`src/rtl/fxref_pkg.sv`:
```
// Functional notes
// - Enable bit 7 turns the reference on.
// - Bit 6 reports reference settled and ready.
// - Ready flag always reads back as one.
// - Bit 5 enables the die temperature indicator.
// - Bit 4 picks indicator high or low range.
// - Bits 3:2 set comparator/DAC buffer gain.
// - Bits 1:0 set converter buffer gain.
// - Both gain paths are configured independently.
// - 8-bit register at 0x90C, clears to zero.
`default_nettype none

package fxref_pkg;

  ////////////////////////////////////////////////////////////////////////////
  // Bus geometry.
  localparam int ADDR_W = 12;
  localparam int DATA_W = 8;

  ////////////////////////////////////////////////////////////////////////////
  // Register map.
  localparam logic [ADDR_W-1:0] FXREF_CTRL_OFFSET = 12'h90C;
  localparam logic [DATA_W-1:0] FXREF_CTRL_RESET  = 8'h00;
  localparam logic [DATA_W-1:0] FXREF_UNMAPPED_RD = 8'h00;

  // Field positions inside the control register.
  localparam int REF_ENABLE_BIT    = 7;
  localparam int REF_READY_BIT     = 6;
  localparam int TEMP_ENABLE_BIT   = 5;
  localparam int TEMP_RANGE_BIT    = 4;
  localparam int CMP_DAC_GAIN_HI   = 3;
  localparam int CMP_DAC_GAIN_LO   = 2;
  localparam int ADC_GAIN_HI       = 1;
  localparam int ADC_GAIN_LO       = 0;

  // Mask of the bits that software may change.
  localparam logic [DATA_W-1:0] FXREF_CTRL_WMASK = 8'hBF;

  // The ready indication on this family is hard-wired high.
  localparam logic REF_READY_VALUE = 1'h1;

  ////////////////////////////////////////////////////////////////////////////
  // Buffer gain settings of one amplifier path.
  typedef enum logic [1:0] {
    GAIN_OFF = 2'h0,
    GAIN_1X  = 2'h1,
    GAIN_2X  = 2'h2,
    GAIN_4X  = 2'h3
  } fxref_gain_t;

  // Turns a gain code into a one-hot word: bit 0 is 1x, 1 is 2x, 2 is 4x.
  function automatic logic [2:0] fxref_gain_onehot(input logic [1:0] sel);
    logic [2:0] oh;
    oh = 3'h0;
    case (fxref_gain_t'(sel))
      GAIN_1X: oh = 3'h1;
      GAIN_2X: oh = 3'h2;
      GAIN_4X: oh = 3'h4;
      default: oh = 3'h0;
    endcase
    return oh;
  endfunction

endpackage

`default_nettype wire

```
`src/rtl/fxref_ctrl.sv`:
```
// The strobed register port is this design's own decision.
`timescale 1ns/1ps
`default_nettype none

module fxref_ctrl (
  input  wire logic                          CLK,
  input  wire logic                          RSTN,
  input  wire logic [fxref_pkg::ADDR_W-1:0]  ADDR,
  input  wire logic [fxref_pkg::DATA_W-1:0]  WDATA,
  input  wire logic                          WR_STB,
  input  wire logic                          RD_STB,
  output var  logic [fxref_pkg::DATA_W-1:0]  RDATA,
  output var  logic                          REF_ENABLE,
  output var  logic                          REF_READY,
  output var  logic                          TEMP_SENSE_ENABLE,
  output var  logic                          TEMP_SENSE_RANGE_SELECT,
  output var  logic [1:0]                    CMP_DAC_GAIN_SELECT,
  output var  logic [1:0]                    ADC_GAIN_SELECT,
  output var  logic                          CMP_DAC_BUF_ON,
  output var  logic [2:0]                    CMP_DAC_GAIN_ONEHOT,
  output var  logic                          ADC_BUF_ON,
  output var  logic [2:0]                    ADC_GAIN_ONEHOT
);
  import fxref_pkg::*;

  ////////////////////////////////////////////////////////////////////////////
  // Declarations.
  logic [DATA_W-1:0] ctrl_reg;
  logic [DATA_W-1:0] ctrl_next;
  logic              ready_reg;
  logic [DATA_W-1:0] rdata_reg;
  logic [DATA_W-1:0] rdata_next;
  logic [DATA_W-1:0] ctrl_view;
  logic              hit;
  logic              wr_hit;
  logic              rd_hit;

  ////////////////////////////////////////////////////////////////////////////
  // Address decode: only the control offset is mapped.
  assign hit    = (ADDR == FXREF_CTRL_OFFSET);
  assign wr_hit = WR_STB && hit;
  assign rd_hit = RD_STB && hit;

  // The value software sees: stored fields with the ready bit forced in.
  always_comb begin
    ctrl_view                = ctrl_reg;
    ctrl_view[REF_READY_BIT] = ready_reg;
  end

  ////////////////////////////////////////////////////////////////////////////
  // Next value of the stored fields; the ready position never stores.
  always_comb begin
    ctrl_next = ctrl_reg;
    if (wr_hit) begin
      ctrl_next = WDATA & FXREF_CTRL_WMASK;
    end
  end

  // Control register, cleared to zero by reset.
  always_ff @(posedge CLK or negedge RSTN) begin
    if (!RSTN) begin
      ctrl_reg <= FXREF_CTRL_RESET;
    end else begin
      ctrl_reg <= ctrl_next;
    end
  end

  // Ready indication; it settles at once and reads one in every state.
  always_ff @(posedge CLK or negedge RSTN) begin
    if (!RSTN) begin
      ready_reg <= REF_READY_VALUE;
    end else begin
      ready_reg <= REF_READY_VALUE;
    end
  end

  ////////////////////////////////////////////////////////////////////////////
  // Read path: data stand for the one cycle after the strobe, else zero.
  always_comb begin
    rdata_next = FXREF_UNMAPPED_RD;
    if (rd_hit) begin
      rdata_next = ctrl_view;
    end
  end

  // Read data register.
  always_ff @(posedge CLK or negedge RSTN) begin
    if (!RSTN) begin
      rdata_reg <= FXREF_UNMAPPED_RD;
    end else begin
      rdata_reg <= rdata_next;
    end
  end

  ////////////////////////////////////////////////////////////////////////////
  // Two separate buffer paths, each decoded from its own field.
  fxref_gain_buf u_cmp_dac_buf (
    .clk             (CLK),
    .rstn            (RSTN),
    .gain_sel        (ctrl_reg[CMP_DAC_GAIN_HI:CMP_DAC_GAIN_LO]),
    .buf_on_reg      (CMP_DAC_BUF_ON),
    .gain_onehot_reg (CMP_DAC_GAIN_ONEHOT)
  );

  fxref_gain_buf u_adc_buf (
    .clk             (CLK),
    .rstn            (RSTN),
    .gain_sel        (ctrl_reg[ADC_GAIN_HI:ADC_GAIN_LO]),
    .buf_on_reg      (ADC_BUF_ON),
    .gain_onehot_reg (ADC_GAIN_ONEHOT)
  );

  ////////////////////////////////////////////////////////////////////////////
  // Outputs, each taken straight from a register bit.
  assign RDATA                   = rdata_reg;
  assign REF_ENABLE              = ctrl_reg[REF_ENABLE_BIT];
  assign REF_READY               = ready_reg;
  assign TEMP_SENSE_ENABLE       = ctrl_reg[TEMP_ENABLE_BIT];
  assign TEMP_SENSE_RANGE_SELECT = ctrl_reg[TEMP_RANGE_BIT];
  assign CMP_DAC_GAIN_SELECT     = ctrl_reg[CMP_DAC_GAIN_HI:CMP_DAC_GAIN_LO];
  assign ADC_GAIN_SELECT         = ctrl_reg[ADC_GAIN_HI:ADC_GAIN_LO];

  // Expected one-hot buffer word of a gain code, spelled out from the code table.
  function automatic logic [2:0] exp_onehot(input logic [1:0] code);
    logic [2:0] oh;
    oh = {code == 2'h3, code == 2'h2, code == 2'h1};
    return oh;
  endfunction
endmodule

`default_nettype wire

```
`src/rtl/fxref_gain_buf.sv`:
```
`timescale 1ns/1ps
`default_nettype none

module fxref_gain_buf (
  input  wire logic                       clk,
  input  wire logic                       rstn,
  input  wire logic [1:0]                 gain_sel,
  output var  logic                       buf_on_reg,
  output var  logic [2:0]                 gain_onehot_reg
);
  import fxref_pkg::*;

  logic       buf_on_next;
  logic [2:0] gain_onehot_next;

  ////////////////////////////////////////////////////////////////////////////
  // Decodes the gain code of one path; code zero leaves the buffer off.
  always_comb begin
    gain_onehot_next = fxref_gain_onehot(gain_sel);
    buf_on_next      = (fxref_gain_t'(gain_sel) != GAIN_OFF);
  end

  // Registers the decoded buffer controls so the analog side sees clean levels.
  always_ff @(posedge clk or negedge rstn) begin
    if (!rstn) begin
      buf_on_reg      <= 1'h0;
      gain_onehot_reg <= 3'h0;
    end else begin
      buf_on_reg      <= buf_on_next;
      gain_onehot_reg <= gain_onehot_next;
    end
  end

endmodule

`default_nettype wire

```
`config.mk`:
```
export PLATFORM = sky130hd
export DESIGN_NAME = fxref_ctrl
export DESIGN_NICKNAME = d
export VERILOG_FILES = /design/src/rtl/fxref_pkg.sv /design/src/rtl/fxref_ctrl.sv /design/src/rtl/fxref_gain_buf.sv
export SDC_FILE = /design/constraint.sdc
export NUM_CORES = 1
export LEC_CHECK = 0
export BUFFER_PORTS_ARGS = -buffer_cell sky130_fd_sc_hd__buf_2
export CORE_MARGIN = 8
export CORE_UTILIZATION = 45
export DETAILED_ROUTE_END_ITERATION = 10
export HOLD_SLACK_MARGIN = 0.05
export PLACE_DENSITY_LB_ADDON = 0.3
export SLEW_MARGIN = 15
export SYNTH_ARGS = -nofsm -noshare
export SYNTH_HDL_FRONTEND = slang
export SYNTH_SLANG_ARGS = --single-unit
```
`constraint.sdc`:
```
create_clock -name CLK -period 2 [get_ports CLK]
set_input_delay 0.3 -clock CLK [delete_from_list [all_inputs] [get_ports CLK]]
set_output_delay 0.3 -clock CLK [all_outputs]
set_load 0.05 [all_outputs]
```
==> run_results.csv <==
group,metric,value,unit
drt,dr.first_iter.drc_count,2,
setup_path,r2r_slack,1.12,ns
layout,fin_cells,129,
place,hpwlAfterDp,1340,um
logic_synthesis,syn_nets,78,
logic_synthesis,synthAdderAreaFrac,0,%
die,design.core.area,0.00188,sq mm
place,dp.cells,124,
grt,grt_pass1_vias,583,
logic_synthesis,synth_compound_area_share,0,%
layout,drive_above_1_share,60.8,%
logic_synthesis,async_flop_share,100,%
cts,cts_root_buffer,"clkbuf_4",
min_path,min_from,"WDATA[5]",
grt,grtUsageTotal,9.42,%
sta,drv_slew,0,
drt,ant_nets,0,
setup_path,slowest_stage,"dfrtp_1",
die,io_pins,48,
logic_synthesis,synth_top_family_by_area,"simple AND/OR/NAND/NOR gates",
grt,grt_max_degree,24,
die,placementRows,16,
status,outcome,"completed",
logic_synthesis,synth_seq_cells,23,
logic_synthesis,synth-edff-count,0,
sta,grt_setup_unrepaired,"false",
sta,min_period,1.35,ns
logic_synthesis,yosysSeqAreaShare,66.3,%
cts,clk_pin_slew,0.12,ns
logic_synthesis,synth-simple-area-share,22.3,%
power,p_leak,0.695,nW
cts,numCtsBuffers,3,
setup_path,cp_num_buf_inv,1,
drt,drc,0,
logic_synthesis,syn_area,868,sq um
min_path,holdPathEnd,"ctrl_reg[5]",
place,routabilityCongestion,0.657,
grt,antenna_found_initial,0,
setup_path,rr_endpoint,"u_adc_buf.buf_on_reg",
die,die_y,59.9,um
drt,vias,552,
cts,clock_path_buffers,2,
setup_path,cp_slowest_stage_delay,0.46,ns
logic_synthesis,synthTopCellsByArea,"dfrtp_1 (66%), mux2_2 (7.8%), and2_1 (6.5%)",
setup_path,rr_worst_depth,1,
setup_path,path_class,"register to output port",
sta,hold_viol_final,0,
cts,clkLatencyLatePin,0.29,ns
cts,cts.repair.resized,0,
cts,cts_num_sinks,23,
die,initial_core_util,46.1,%
sta,timing.fmax,0.740,GHz
place,port_buffers,45,
setup_path,r2r-start,"ctrl_reg[1]",
drt,wl_per_cell,12.5,um
logic_synthesis,ys.flop_type,"dfrtp_1",
cts,postCtsSetupRepairBufs,0,
die,dieArea,0.00359,sq mm
logic_synthesis,synth.most_common_cell,"dfrtp_1",
setup_path,crit_family,"flip-flops",
logic_synthesis,synthXorXnorAreaFrac,0,%
cts,htree_levels,1,
power,ir_drop,0.307,mV
logic_synthesis,ys_top_cells_by_count,"dfrtp_1 (23), and2_1 (9), mux2_2 (6), nor2b_1 (4)",
setup_path,cp.arrival,1.05,ns
logic_synthesis,yosysTopAreaCell,"dfrtp_1",
layout,final_net_count,127,
sta,finClkSkew,0.00674,ns
setup_path,cp.required,1.70,ns
layout,largest_reg_flops,8,
logic_synthesis,yosys_warnings,0,
setup_path,path_max_fanout,7,
drt,routed_wl,1610,um
min_path,min_path_type,"input port to register",
min_path,hold_path_depth,2,
setup_path,endpoint_kind,"output port",
layout,area_delta_synth_final,32.7,%
setup_path,worstPathCellList,"buf_2",
logic_synthesis,synthMuxAreaShare,9.51,%
logic_synthesis,netlist.area_leader.share,66.3,%
drt,drt_pass1_iterations,2,
drt,vias_per_cell,4.28,
setup_path,startpoint_type,"register",
die,die-width,59.9,um
grt,gr-total-overflow,0,
grt,grt_pass1_wl,2540,um
logic_synthesis,syn-instance-count,54,
sta,finalCritPeriodShare,67.6,%
logic_synthesis,synth_cell_types,14,
cts,cts_tree,"built",
logic_synthesis,syn_area_per_cell,16.1,sq um
sta,tns,0,ns
power,p_per_area,622,mW/mm^2
layout,diodes,0,
sta,finalSetupViolCount,0,
job,max_cap_violations,0,
layout,fillers,182,
[report_power, final]
group	internal, mW	leakage, nW	switching (mW)	total, mW
clock	0.0742	0.0177	0.124	0.198
combinational	0.0233	0.356	0.0289	0.0522
sequential	0.466	0.321	0.000799	0.467
[cells in the final DEF (no fill, tap or decap), drive strengths merged]
cell type,Yosys,final
and2,9,9
nand4,1,1
or2,2,2
nor2b,4,4
clkinv,0,1
and4bb,1,1
nor4b,2,2
and4,1,1
clkbuf,0,3
mux2,7,7
buf,2,45
conb,1,1
dlygate4sd3,0,1
dfrtp,23,23
nor4bb,1,1
[area by class of cell]
type	instances	area [sq um]	share of cell area, %
flip-flops and latches	23	576	49.9
clock inverters	1	5.00	0.434
well taps	27	33.8	2.93
multi-input cells	29	280	24.3
clock buffers	3	22.5	1.95
repair buffers	46	235	20.4
[how the worst max path moves through the flow]
stage | to | cells past startpoint | start
2_1_floorplan | ctrl_reg[2] | 3 | ADDR[10]
3_3_place_gp | ctrl_reg[2] | 4 | ADDR[10]
3_5_place_dp | ctrl_reg[2] | 4 | ADDR[7]
4_1_cts | ADC_GAIN_SELECT[1] | 1 | ctrl_reg[1]
5_1_grt | ADC_GAIN_SELECT[1] | 1 | ctrl_reg[1]
6_report | ADC_GAIN_SELECT[1] | 1 | ctrl_reg[1]
[stage by stage]
step | utilization (%) | hold slack [ns] | setup slack [ns] | power (mW) | cell area, sq um
6_report | 61.2 | 0.227 | 0.649 | 0.717 | 1150
5_1_grt | 61.2 | 0.213 | 0.581 | 0.754 | 1150
4_1_cts | 61.2 | 0.223 | 0.635 | 0.726 | 1150
3_5_place_dp | 59.2 | 0.286 | 0.525 | 0.528 | 1110
3_3_place_gp | 59.2 | 0.280 | 0.573 | 0.526 | 1110
2_1_floorplan | - | 0.00441 | 0.760 | 0.494 | 868
[repair_timing]
| action | in CTS | in global routing |
|---|---|---|
| hold buffers | 1 | 0 |
| setup endpoints to repair | 0 | 0 |
| hold endpoints to repair | 23 | 0 |
[kinds of logic (layout without fill, tap and decap cells)]
kind of cell	count (synthesis)	after routing
flip-flops	23	23
AND/OR/NAND/NOR	21	21
multiplexers	7	7
buffers and inverters	2	50
other	1	1
[metal layers]
metal,global-route usage [%],vias to the layer above,routed length [um]
met2,15.4,29,778
met1,10.2,248,626
li1,-,273,-
met4,5.10,0,27
met5,0,-,0
met3,3.66,2,178
No activity file was read; power rests on OpenSTA's default activity.
